### config.mk
export PLATFORM = sky130hd
export DESIGN_NAME = mdu_unit
export DESIGN_NICKNAME = d
export VERILOG_FILES = /design/src/rtl/mdu_pkg.sv /design/src/rtl/mdu_unit.sv /design/src/rtl/mdu_shift_core.sv
export SDC_FILE = /design/constraint.sdc
export NUM_CORES = 1
export LEC_CHECK = 0
export ABC_AREA = 1
export BUFFER_PORTS_ARGS = -buffer_cell sky130_fd_sc_hd__buf_2
export CAP_MARGIN = 20
export CELL_PAD_IN_SITES_DETAIL_PLACEMENT = 1
export CELL_PAD_IN_SITES_GLOBAL_PLACEMENT = 1
export CORE_MARGIN = 2
export CORE_UTILIZATION = 40
export DETAILED_ROUTE_END_ITERATION = 10
export PLACE_DENSITY_LB_ADDON = 0.1
export SYNTH_ARGS = -nofsm -noshare
export SYNTH_HDL_FRONTEND = slang
export SYNTH_HIERARCHICAL = 1
export SYNTH_SLANG_ARGS = --single-unit
export TNS_END_PERCENT = 10
### constraint.sdc
create_clock -name clk -period 4.5 [get_ports clk]
set_clock_uncertainty 0.2 [all_clocks]
set_input_delay 0.225 -clock clk [delete_from_list [all_inputs] [get_ports clk]]
set_output_delay 0.225 -clock clk [all_outputs]
set_load 0.03 [all_outputs]
### src/rtl/mdu_pkg.sv
// Shared constants and types for the multiply/divide unit.
package mdu_pkg;
  // Word and field widths.
  localparam int WORD_W = 16;
  localparam int ADDR_W = 15;
  // Clock rate and documented execution times.
  localparam int CLK_PERIOD_PS = 25000;
  localparam int MUL_MIN_TIME_NS = 12250;
  localparam int MUL_MAX_TIME_NS = 17500;
  localparam int DIV_TIME_NS = 24500;
  localparam int DIV_OVF_TIME_NS = 8750;
  // Cycle counts; least times round up, longest times round down.
  localparam int MUL_MIN_CYC = (MUL_MIN_TIME_NS * 1000 + CLK_PERIOD_PS - 1) / CLK_PERIOD_PS;
  localparam int MUL_MAX_CYC = (MUL_MAX_TIME_NS * 1000) / CLK_PERIOD_PS;
  localparam int DIV_CYC = (DIV_TIME_NS * 1000) / CLK_PERIOD_PS;
  localparam int DIV_OVF_CYC = (DIV_OVF_TIME_NS * 1000) / CLK_PERIOD_PS;
  localparam int CNT_W = 10;
  // Operation select in the first instruction word.
  typedef enum logic [0:0] {
    MDU_OP_MUL = 1'h0,
    MDU_OP_DIV = 1'h1
  } mdu_op_type;
  // Start request from the sequencer.
  typedef struct packed {
    mdu_op_type op;
    logic [WORD_W-1:0] acc;
    logic [WORD_W-1:0] idx;
    logic [ADDR_W-1:0] addr;
  } mdu_req_type;
  // Result written back to the register file.
  typedef struct packed {
    logic [WORD_W-1:0] acc;
    logic [WORD_W-1:0] idx;
    logic ovf;
  } mdu_res_type;
endpackage : mdu_pkg

### src/rtl/mdu_unit.sv
// Multiply/divide unit: sequencer handshake, operand fetch, timing and result.
`timescale 1ns/1ps
`default_nettype none
////////////////////////////////////////////////////////////////////////////////
// Functional notes
// - signed 16-bit multiply/divide, double-length results
// - two-word instruction, 15-bit absolute operand address
// - operand address never indexed; index holds data
// - multiply takes 12.25 to 17.5 microseconds
// - multiplier from accumulator, multiplicand from memory
// - 31-bit product split index/accumulator, bit 0 copy
// - multiply never sets overflow
// - non-overflowing divide takes 24.5 microseconds
// - dividend from index and accumulator bits 1-15
// - accumulator bit 0 ignored by divide
// - quotient to accumulator, remainder to index
// - remainder takes dividend sign or zero
// - detect quotient not fitting 16 bits
// - overflow sets flag, dividend kept, bit 0 copied
// - overflowing divide ends after 8.75 microseconds
module mdu_unit #(
  parameter int WORD_W = 16,
  parameter int ADDR_W = 15
) (
  input wire logic clk,
  input wire logic sys_rst,
  input wire logic startReq,
  input wire mdu_pkg::mdu_req_type reqIn,
  output logic memRdReq,
  output logic [ADDR_W-1:0] memAddr,
  input wire logic memRdValid,
  input wire logic [WORD_W-1:0] memRdData,
  output logic busy,
  output logic resValid,
  output mdu_pkg::mdu_res_type resOut
);
  ////////////////////////////////////////////////////////////////////////////
  // Vector index 15 is documented bit 0 (sign); index 0 is documented bit 15.
  typedef enum logic [2:0] {
    MDU_IDLE = 3'h0,
    MDU_FETCH = 3'h1,
    MDU_RUN = 3'h3,
    MDU_WAIT = 3'h2,
    MDU_DONE = 3'h6
  } mdu_state_type;

  mdu_state_type state_q, state_d;
  mdu_pkg::mdu_op_type op_q, op_d;
  logic [WORD_W-1:0] acc_q, acc_d;
  logic [WORD_W-1:0] idx_q, idx_d;
  logic [WORD_W-1:0] opnd_q, opnd_d;
  logic [mdu_pkg::CNT_W-1:0] cnt_q, cnt_d;
  logic [4:0] step_q, step_d;
  logic [mdu_pkg::CNT_W-1:0] target_q, target_d;
  logic memRdReq_q, memRdReq_d;
  logic [ADDR_W-1:0] memAddr_q, memAddr_d;
  logic busy_q, busy_d;
  logic resValid_q, resValid_d;
  mdu_pkg::mdu_res_type res_q, res_d;

  logic coreLoad, coreStep, coreDiv, multBit;
  logic [WORD_W-1:0] coreA;
  logic [2*WORD_W-2:0] coreB;
  logic [2*WORD_W-1:0] prod;
  logic [WORD_W-1:0] quotMag, remMag;

  // Signed views of the operands.
  logic [2*WORD_W-2:0] dividend, dividendMag;
  logic [WORD_W-1:0] divisorMag, mulAMag, mulBMag;
  logic dvdNeg, dvsNeg, mulNeg, ovfHit;
  logic [2*WORD_W-2:0] prodSigned;
  logic [WORD_W-1:0] quotSigned, remSigned;
  logic [WORD_W:0] quotLimit;
  logic [2*WORD_W:0] dvdWide, ovfBound;

  ////////////////////////////////////////////////////////////////////////////
  mdu_shift_core #(
    .WORD_W(WORD_W)
  ) u_core (
    .clk(clk),
    .sys_rst(sys_rst),
    .load(coreLoad),
    .isDiv(coreDiv),
    .step(coreStep),
    .opA(coreA),
    .opB(coreB),
    .prodOut(prod),
    .quotOut(quotMag),
    .remOut(remMag),
    .multBitOut(multBit)
  );

  always_comb begin
    dividend = {idx_q, acc_q[WORD_W-2:0]};
    dvdNeg = dividend[2*WORD_W-2];
    dividendMag = dvdNeg ? (~dividend + 1'b1) : dividend;
    dvsNeg = opnd_q[WORD_W-1];
    divisorMag = dvsNeg ? (~opnd_q + 1'b1) : opnd_q;
    mulAMag = acc_q[WORD_W-1] ? (~acc_q + 1'b1) : acc_q;
    mulBMag = opnd_q[WORD_W-1] ? (~opnd_q + 1'b1) : opnd_q;
    mulNeg = acc_q[WORD_W-1] ^ opnd_q[WORD_W-1];
    // quotient range check
    // The truncated quotient fits while the dividend magnitude stays below the
    // divisor magnitude times 2^15, or times 2^15+1 for a negative quotient,
    // because -2^15 is still representable. A zero divisor always overflows.
    quotLimit = (dvdNeg ^ dvsNeg) ? {2'b01, {(WORD_W-2){1'b0}}, 1'b1}
                                  : {2'b01, {(WORD_W-1){1'b0}}};
    dvdWide = {2'b00, dividendMag};
    ovfBound = {{(WORD_W+1){1'b0}}, divisorMag} * {{WORD_W{1'b0}}, quotLimit};
    ovfHit = (divisorMag == '0) || (dvdWide >= ovfBound);
    remSigned = dvdNeg ? (~remMag + 1'b1) : remMag;
    quotSigned = (dvdNeg ^ dvsNeg) ? (~quotMag + 1'b1) : quotMag;
    prodSigned = mulNeg ? (~prod[2*WORD_W-2:0] + 1'b1) : prod[2*WORD_W-2:0];
  end

  ////////////////////////////////////////////////////////////////////////////
  always_comb begin
    state_d = state_q;
    op_d = op_q;
    acc_d = acc_q;
    idx_d = idx_q;
    opnd_d = opnd_q;
    cnt_d = cnt_q;
    step_d = step_q;
    target_d = target_q;
    memRdReq_d = 1'b0;
    memAddr_d = memAddr_q;
    busy_d = busy_q;
    resValid_d = 1'b0;
    res_d = res_q;
    coreLoad = 1'b0;
    coreStep = 1'b0;
    coreDiv = (op_q == mdu_pkg::MDU_OP_DIV);
    coreA = (op_q == mdu_pkg::MDU_OP_DIV) ? divisorMag : mulAMag;
    coreB = (op_q == mdu_pkg::MDU_OP_DIV) ? dividendMag : {{(WORD_W-1){1'b0}}, mulBMag};
    if (state_q != MDU_IDLE) begin
      cnt_d = mdu_pkg::CNT_W'(cnt_q + 1'b1);
    end
    case (state_q)
      MDU_IDLE: begin
        if (startReq) begin
          op_d = reqIn.op;
          acc_d = reqIn.acc;
          idx_d = reqIn.idx;
          memAddr_d = reqIn.addr;
          memRdReq_d = 1'b1;
          busy_d = 1'b1;
          cnt_d = '0;
          state_d = MDU_FETCH;
        end
      end
      MDU_FETCH: begin
        if (memRdValid) begin
          opnd_d = memRdData;
          state_d = MDU_RUN;
          step_d = '0;
        end else begin
          memRdReq_d = 1'b1;
        end
      end
      MDU_RUN: begin
        if (step_q == '0) begin
          coreLoad = 1'b1;
          step_d = 5'h1;
          if (op_q == mdu_pkg::MDU_OP_DIV) begin
            target_d = ovfHit ? mdu_pkg::CNT_W'(mdu_pkg::DIV_OVF_CYC - 1)
                              : mdu_pkg::CNT_W'(mdu_pkg::DIV_CYC - 1);
            if (ovfHit) begin
              res_d.idx = idx_q;
              res_d.acc = {idx_q[WORD_W-1], acc_q[WORD_W-2:0]};
              res_d.ovf = 1'b1;
              state_d = MDU_WAIT;
            end
          end else begin
            target_d = mdu_pkg::CNT_W'(mdu_pkg::MUL_MIN_CYC - 1);
          end
        end else if (step_q <= 5'(WORD_W)) begin
          coreStep = 1'b1;
          step_d = 5'(step_q + 1'b1);
          if (op_q == mdu_pkg::MDU_OP_MUL && multBit) begin
            target_d = mdu_pkg::CNT_W'(target_q + ((mdu_pkg::MUL_MAX_CYC - mdu_pkg::MUL_MIN_CYC) / WORD_W));
          end
        end else begin
          if (op_q == mdu_pkg::MDU_OP_DIV) begin
            res_d.acc = quotSigned;
            res_d.idx = remSigned;
          end else begin
            // product split with bit 0 copy
            res_d.idx = prodSigned[2*WORD_W-2:WORD_W-1];
            res_d.acc = {prodSigned[2*WORD_W-2], prodSigned[WORD_W-2:0]};
          end
          res_d.ovf = 1'b0;
          state_d = MDU_WAIT;
        end
      end
      MDU_WAIT: begin
        if (cnt_q >= target_q) begin
          resValid_d = 1'b1;
          state_d = MDU_DONE;
        end
      end
      MDU_DONE: begin
        busy_d = 1'b0;
        state_d = MDU_IDLE;
      end
      default: begin
        busy_d = 1'b0;
        state_d = MDU_IDLE;
      end
    endcase
  end

  always_ff @(posedge clk) begin
    if (sys_rst) begin
      state_q <= MDU_IDLE;
      op_q <= mdu_pkg::MDU_OP_MUL;
      acc_q <= '0;
      idx_q <= '0;
      opnd_q <= '0;
      cnt_q <= '0;
      step_q <= '0;
      target_q <= '0;
      memRdReq_q <= 1'b0;
      memAddr_q <= '0;
      busy_q <= 1'b0;
      resValid_q <= 1'b0;
      res_q <= '0;
    end else begin
      state_q <= state_d;
      op_q <= op_d;
      acc_q <= acc_d;
      idx_q <= idx_d;
      opnd_q <= opnd_d;
      cnt_q <= cnt_d;
      step_q <= step_d;
      target_q <= target_d;
      memRdReq_q <= memRdReq_d;
      memAddr_q <= memAddr_d;
      busy_q <= busy_d;
      resValid_q <= resValid_d;
      res_q <= res_d;
    end
  end

  assign memRdReq = memRdReq_q;
  assign memAddr = memAddr_q;
  assign busy = busy_q;
  assign resValid = resValid_q;
  assign resOut = res_q;
endmodule : mdu_unit
`default_nettype wire

### src/rtl/mdu_shift_core.sv
// Bit-serial shift-add multiplier and restoring divider datapath.
`timescale 1ns/1ps
`default_nettype none
module mdu_shift_core #(
  parameter int WORD_W = 16
) (
  input wire logic clk,
  input wire logic sys_rst,
  input wire logic load,
  input wire logic isDiv,
  input wire logic step,
  input wire logic [WORD_W-1:0] opA,
  input wire logic [2*WORD_W-2:0] opB,
  output logic [2*WORD_W-1:0] prodOut,
  output logic [WORD_W-1:0] quotOut,
  output logic [WORD_W-1:0] remOut,
  output logic multBitOut
);
  // Magnitudes are processed; signs are fixed up by the caller.
  logic [2*WORD_W-1:0] acc_q, acc_d;
  logic [WORD_W-1:0] mq_q, mq_d;
  logic [WORD_W:0] trial;

  always_comb begin
    acc_d = acc_q;
    mq_d = mq_q;
    trial = '0;
    if (load) begin
      if (isDiv) begin
        acc_d = {1'b0, opB};
      end else begin
        acc_d = '0;
      end
      mq_d = opA;
    end else if (step) begin
      if (isDiv) begin
        trial = {1'b0, acc_q[2*WORD_W-2:WORD_W-1]} - {1'b0, mq_q};
        if (!trial[WORD_W]) begin
          acc_d = {trial[WORD_W-1:0], acc_q[WORD_W-2:0], 1'b1};
        end else begin
          acc_d = {acc_q[2*WORD_W-2:0], 1'b0};
        end
      end else begin
        // Partial sums enter at the top of acc as it shifts right; multiplier bits leave mq at bit 0.
        acc_d = {1'b0, acc_q[2*WORD_W-1:1]};
        if (mq_q[0]) begin
          acc_d[2*WORD_W-1:WORD_W-1] = {1'b0, acc_q[2*WORD_W-1:WORD_W]} + {1'b0, opB[WORD_W-1:0]};
        end
        mq_d = {1'b0, mq_q[WORD_W-1:1]};
      end
    end
  end

  always_ff @(posedge clk) begin
    if (sys_rst) begin
      acc_q <= '0;
      mq_q <= '0;
    end else begin
      acc_q <= acc_d;
      mq_q <= mq_d;
    end
  end

  assign prodOut = acc_q;
  assign quotOut = acc_q[WORD_W-1:0];
  assign remOut = acc_q[2*WORD_W-1:WORD_W];
  assign multBitOut = mq_q[0];
endmodule : mdu_shift_core
`default_nettype wire

# Word level (Yosys, flattened, before mapping)
# Cells that the tools add are included.
[totals] reg_bits=176 elab_cells=131 out_inout_bits=51 memories=0 latch_bits=0 rom_bits=0 mem_bits_rw=0
[op_classes] eq_ne=14 addsub=11 muxes=54 n_shift=0 reduce_logical=20 mul=1 n_lt_le_gt_ge=3 bitwise=11 div_mod_pow=0
[ops] op="$mux W32" n=5
[ops] op="$mux W33" n=4
[ops] op="$mux W16" n=8
[ops] op="$mux W31" n=4
[ops] op="$mux W10" n=8
[ops] op="$add A16 B1 Y16 const B" n=4
[ops] op="$not A16 Y16" n=4
[ops] op="$add A31 B1 Y31 const B" n=2
[ops] op="$not A31 Y31" n=2
[ops] op="$ge A31 B32 Y1" n=1
[ops] op="$mul A16 B16 Y32" n=1
[ops] op="$mux W3" n=7
[ops] op="$add A16 B16 Y17" n=1
[ops] op="$mux W17" n=1
[ops] op="$sub A16 B16 Y17" n=1
[ops] op="$logic_not A16 Y1" n=1
[ops] op="$mux W5" n=3
[ops] op="$ne A2 B2 Y1 const B" n=6
[ops] op="$ne A3 B3 Y1 const B" n=4
[ops] op="$pmux W3 S4" n=1
[ops] op="$add A10 B1 Y10 const B" n=1
[ops] op="$add A10 B4 Y10 const B" n=1
[ops] op="$ge A10 B10 Y1" n=1
[ops] op="$mux W1" n=10
[ops] op="21 further kinds" n=33

# Depth between registers and ports, before layout
[depth] word_depth=10 ltp_mapped=36

# Modules after synthesis
# Netlist, hierarchy kept.
[modules_own_cells] mod="mdu_unit" area_each_um2=10506.3 cells_each=1761 instances=1
[modules_own_cells] mod="mdu_shift_core" area_each_um2=4827.1 cells_each=804 instances=1

# Worst setup path before layout
# No wires, ideal clock.
[synth_timing] kind="register -> register" startpoint="reg opnd_q[15]" endpoint="reg res_q (netlist bit resOut[1])" t_required_ns=4.184 setup_time_ns=0.116 period_less_slack_ns=4.169 path_stages_with_launch=36 t_arrival_ns=3.854 path_slack_ns=0.331 cell_sequence="dfxtp_1 -> buf_6 -> buf_6 -> nand2_1 -> and2_1 -> buf_2 -> inv_2 -> buf_2 -> nor2_1 -> ha_1 -> ha_1 -> ha_1 -> inv_1 -> nor3_2 -> nand3_1 -> nor2_1 -> nand2_1 -> nor3_2 -> xor2_1 -> inv_1 -> ha_1 -> nand2_1 -> inv_1 -> nand4_1 -> inv_1 -> nand2_1 -> inv_1 -> nand2_1 -> nand2_1 -> nor2_1 -> nand3_2 -> nand2_4 -> inv_6 -> buf_6 -> nor2_1 -> nor2_1"
[synth_between] elab_chain_len=8
[synth_lines] item="start, declared" line_no="mdu_unit.sv:51" source="logic [WORD_W-1:0] opnd_q, opnd_d;"
[synth_lines] item="start signal, assigned" line_no="mdu_unit.sv:233" source="opnd_q <= opnd_d;"
[synth_lines] item="$not A16 Y16" line_no="mdu_unit.sv:98" source="divisorMag = dvsNeg ? (~opnd_q + 1'b1) : opnd_q;"
[synth_lines] item="$add A16 B1 Y16" line_no="mdu_unit.sv:98"
[synth_lines] item="$mux W16" line_no="mdu_unit.sv:98"
[synth_lines] item="$mul A16 B16 Y32" line_no="mdu_unit.sv:109" source="ovfBound = {{(WORD_W+1){1'b0}}, divisorMag} * {{WORD_W{1'b0}}, quotLimit};"
[synth_lines] item="$ge A31 B32 Y1" line_no="mdu_unit.sv:110" source="ovfHit = (divisorMag == '0) || (dvdWide >= ovfBound);"
[synth_lines] item="$logic_or A1 B1 Y1" line_no="mdu_unit.sv:110"
[synth_lines] item="$ne A2 B2 Y1 (no source line)"
[synth_lines] item="$reduce_and A4 Y1 (no source line)"
[synth_lines] item="end signal, assigned" line_no="mdu_unit.sv:241" source="res_q <= res_d;"
[synth_lines] item="end, declared" line_no="mdu_unit.sv:59" source="mdu_pkg::mdu_res_type res_q, res_d;"
# Parallel ways exist; a longest one is shown, timed or not. The select of a mux whose other input is x is not followed.
# A chain may end at the register's enable or synchronous reset.

# Worst setup path after layout
[layout_timing] startpoint="reg opnd_q[12]" endpoint="reg res_q (netlist bit resOut[16])"
[layout_between] elab_chain_len=8
[layout_lines] item="$not A16 Y16" line_no="mdu_unit.sv:98"
[layout_lines] item="$add A16 B1 Y16" line_no="mdu_unit.sv:98"
[layout_lines] item="$mux W16 (*)" line_no="mdu_unit.sv:98"
[layout_lines] item="$mul A16 B16 Y32" line_no="mdu_unit.sv:109"
[layout_lines] item="$ge A31 B32 Y1" line_no="mdu_unit.sv:110"
[layout_lines] item="$logic_or A1 B1 Y1 (*)" line_no="mdu_unit.sv:110"
[layout_lines] item="$ne A2 B2 Y1 (no source line) (*)"
[layout_lines] item="$reduce_and A4 Y1 (no source line) (*)"
# Every way passes the cells marked *; elsewhere a longest branch is shown, timed or not.

==> flow_summary.yaml <==
logic_synthesis:
  yosysSeqAreaShare: 0.2298
  synth_top_cell_area_share: 0.2298
  synth-seq-cells: 176
  yosys_most_used_dff: "sky130_fd_sc_hd__dfxtp_1"
  synth.largest_area_cell: "sky130_fd_sc_hd__dfxtp_1"
  synth_compound_area_frac: 0.1982
  synth-edff-count: 0
  post_synth_xor_area_fraction: 0.03443
  synthCells: 2565
  synth.yosys.warnings: 6
  ys_async_sr_fraction: 0
  synth_area_per_cell_um2: 5.978
  synthMuxAreaShare: 0
  synth_top_family_by_area: "simple AND/OR/NAND/NOR gates"
  yosys-top-cells-area: "sky130_fd_sc_hd__dfxtp_1, sky130_fd_sc_hd__nand2_1, sky130_fd_sc_hd__inv_1"
  mappedNetlistArea_mm2: 0.01533
  synth.distinct_cells: 59
  synth_simple_gate_area_share: 0.3344
  post_synth_fa_ha_maj_area_fraction: 0.07442
  syn-num-nets: 2723
floorplanning:
  boundary_pin_count: 119
  die_x_um: 199.8
  initial_core_util: 0.4071
  design.die.area_mm2: 0.03992
  core-area_mm2: 0.03767
  die_height_um: 199.8
  placementRows: 71
detailed_routing:
  first_iter_violations: 1167
  ant_nets: 0
  total_via_count_after_detailed_routing: 17931
  wl_mm: 65.82
  remaining_drc_errors: 0
  drt_pass1_iterations: 5
  route.detailed.wl_per_inst_um: 20.33
  via_per_inst: 5.539
sta:
  maxClockFrequency_ghz: 0.2281
  finalSetupViolCount: 0
  rsz0062_at_grt: "yes"
  final_max_slew_viol_count: 0
  timing.final.crit_share: 0.9741
  slew_headroom: 0.2717
  timing_hold_violations_final: 0
  fin_crit_ps: 4383
  tightestPinTransition_ps: 1081
place:
  place_hpwl_mm: 48.98
  place.gp.congestion: 0.9046
  buffer_ports.inserted: 118
power:
  total_power_uw: 10140
  sequentialPowerShare: 0.205
  power.net_switching_uw: 5512
  power.internal_uw: 4632
  cellLeakagePower_uw: 0.008261
  switching_share: 0.5433
  logic_gate_share_of_total_power: 0.641
  power_density_mw_per_mm2: 563.6
  vdd.ir_drop.worst_mv: 0.3080
  clock_power_share: 0.154
setup_path:
  rr_startpoint: "opnd_q[12]$_SDFFE_PP0P_"
  crit_path_max_fanout: 7
  critPathLaunchType: "register"
  crit_arrival_ps: 4540
  category_of_the_worst_setup_path_capture_point: "register"
  critPathMaxStageDelay_ps: 360
  cpLargestDelayFamily: "simple AND/OR/NAND/NOR gates"
  r2r_setup_slack_ps: 120
  critical_path.n_buffers_inverters: 7
  critPathSlowestCell: "sky130_fd_sc_hd__dfxtp_4"
  worst_ep_required_time_ps: 4660
  worst_path_class_setup: "reg2reg"
  worstSetupStartpoint: "opnd_q[12]$_SDFFE_PP0P_"
final_layout:
  final-seq-area_mm2: 0.003531
  nFillCells: 5216
  area_growth_pct: 17.38
  layout_commonest_cell: "sky130_fd_sc_hd__nand2_1"
  fin_nets: 2870
  most_used_cells_in_the_layout_excluding_fill_and_tap_cells: "sky130_fd_sc_hd__nand2_1, sky130_fd_sc_hd__inv_1, sky130_fd_sc_hd__nor2_1"
  combined_area_of_the_multi_input_logic_cells_mm2: 0.01004
  fraction_of_final_layout_cells_with_drive_strength_greater_than_1: 0.1200
  finalCoreUtilization: 0.4778
status:
  run_status: "complete, no violations"
min_path:
  holdCritStartpoint: "startReq"
  min_path_type: "in2reg"
clock_tree:
  cts_tree: "built"
  clk_pin_slew_ps: 80
  tritoncts.num_buffers: 17
  tritoncts_num_sinks: 176
  clk_path_buf_depth: 2
  later_pin_clock_latency_in_the_skew_report_ps: 460
  htree_num_levels: 4
  clock-root-buffer: "sky130_fd_sc_hd__clkbuf_16"
global_routing:
  total_congestion_overflow_after_global_routing: 0
  number_of_global_route_vias_before_repair: 18084
  antenna_found_initial: 2
  grt_start_max_net_pins: 61
  grt_use_total: 0.3272
  grt_pass1_wl_mm: 100.2
flow_run:
  cap_violations: 0
[worst min-delay path, cell delays in order]
cell                      delay, ps
sky130_fd_sc_hd__buf_2          220
sky130_fd_sc_hd__nand3_1        130
sky130_fd_sc_hd__a21oi_1         80
[power groups by stage]
stage | Clock (µW) | Combinational, µW | Sequential (µW)
CTS | 1580 | 6160 | 2060
floorplan | 0 | 3950 | 2080
detailed placement | 0 | 6040 | 2090
global placement | 0 | 5900 | 2080
global route | 1640 | 7160 | 2110
finish | 1570 | 6500 | 2080
[routing by layer]
layer	GRT usage	part of all wire	up-vias	wire [µm]
met5	0	0	-	0
met2	0.5576	0.48	486	31400
met1	0.4176	0.44	8700	28850
met3	0.04519	0.052	119	3394
li1	-	-	8626	-
met4	0.1287	0.033	0	2174
[cell type report]
type                    count  share of cell area
repair inverters            2            0.001251
clock inverters            12            0.007786
repair buffers            266              0.1064
multi-input cells        1921              0.5579
inverters                 328             0.07000
flip-flops and latches    176              0.1962
diodes                      1           0.0001390
clock buffers              20             0.02482
well taps                 511             0.03552
[state kept, by name, summed over array words and instances, names as in the netlist, 3 cells and up]
signal	count
acc_q	16
cnt_q	10
idx_q	16
memAddr	15
opnd_q	16
resOut	33
state_q	3
step_q	5
target_q	10
u_core/mq_q	16
u_core/prodOut	32
[synthesized netlist by cell type, drive strengths merged (7+ instances only)]
cell and count:
dfxtp 176, nand3 176, a21oi 210, and2 9
o211ai 32, nor2 285, or2 9, o21ai 223
clkbuf 74, xor2 53, nand2 674, nor3 42
a211oi 33, buf 66, inv 325, ha 88
nand4 24, a31oi 22, nor4 7
[kinds of logic (layout without fill, tap and decap cells)]
| group | count (synthesis) | after routing |
|---|---|---|
| and+or+nand+nor | 1231 | 1231 |
| AOI/OAI and AO/OA | 544 | 544 |
| buffers and inverters | 468 | 628 |
| DFF | 176 | 176 |
| adders and majority gates | 90 | 90 |
| xor gates and xnor gates | 56 | 56 |
| other | 0 | 1 |
[path summary, 6_finish.rpt]
| path | end | cells after the start |
|---|---|---|
| max | resOut[16]$_SDFFE_PP0P_ | 34 |
| min | memAddr[7]$_SDFFE_PP0P_ | 3 |
| max reg2reg | resOut[16]$_SDFFE_PP0P_ | 34 |
| min reg2reg | memAddr[9]$_SDFFE_PP0P_ | 2 |
[per-stage QoR]
stage               hold WS [ps]  setup TNS [ps]  setup slack, ps  std cells  cell area (µm²)
floorplan                  192.5               0            330.5       2565            15330
global route               45.84           -5905           -185.7       3237            18000
global placement           245.5               0            113.4       3122            16350
finish                     54.13               0            116.8       3237            18000
CTS                        3.136               0            83.55       3228            17680
detailed placement         254.2          -66.30           -26.12       3122            16350
[timing repair]
item                                    4_1_cts  5_1_grt
hold endpoints to repair                     64        0
hold buffers                                 74        0
endpoints found under the setup margin       11       39
gates cloned                                  0        3
pin swaps                                     0       32
gates resized for setup                       1       64
setup buffers                                 0        5
No activity file was read; power rests on OpenSTA's default activity.
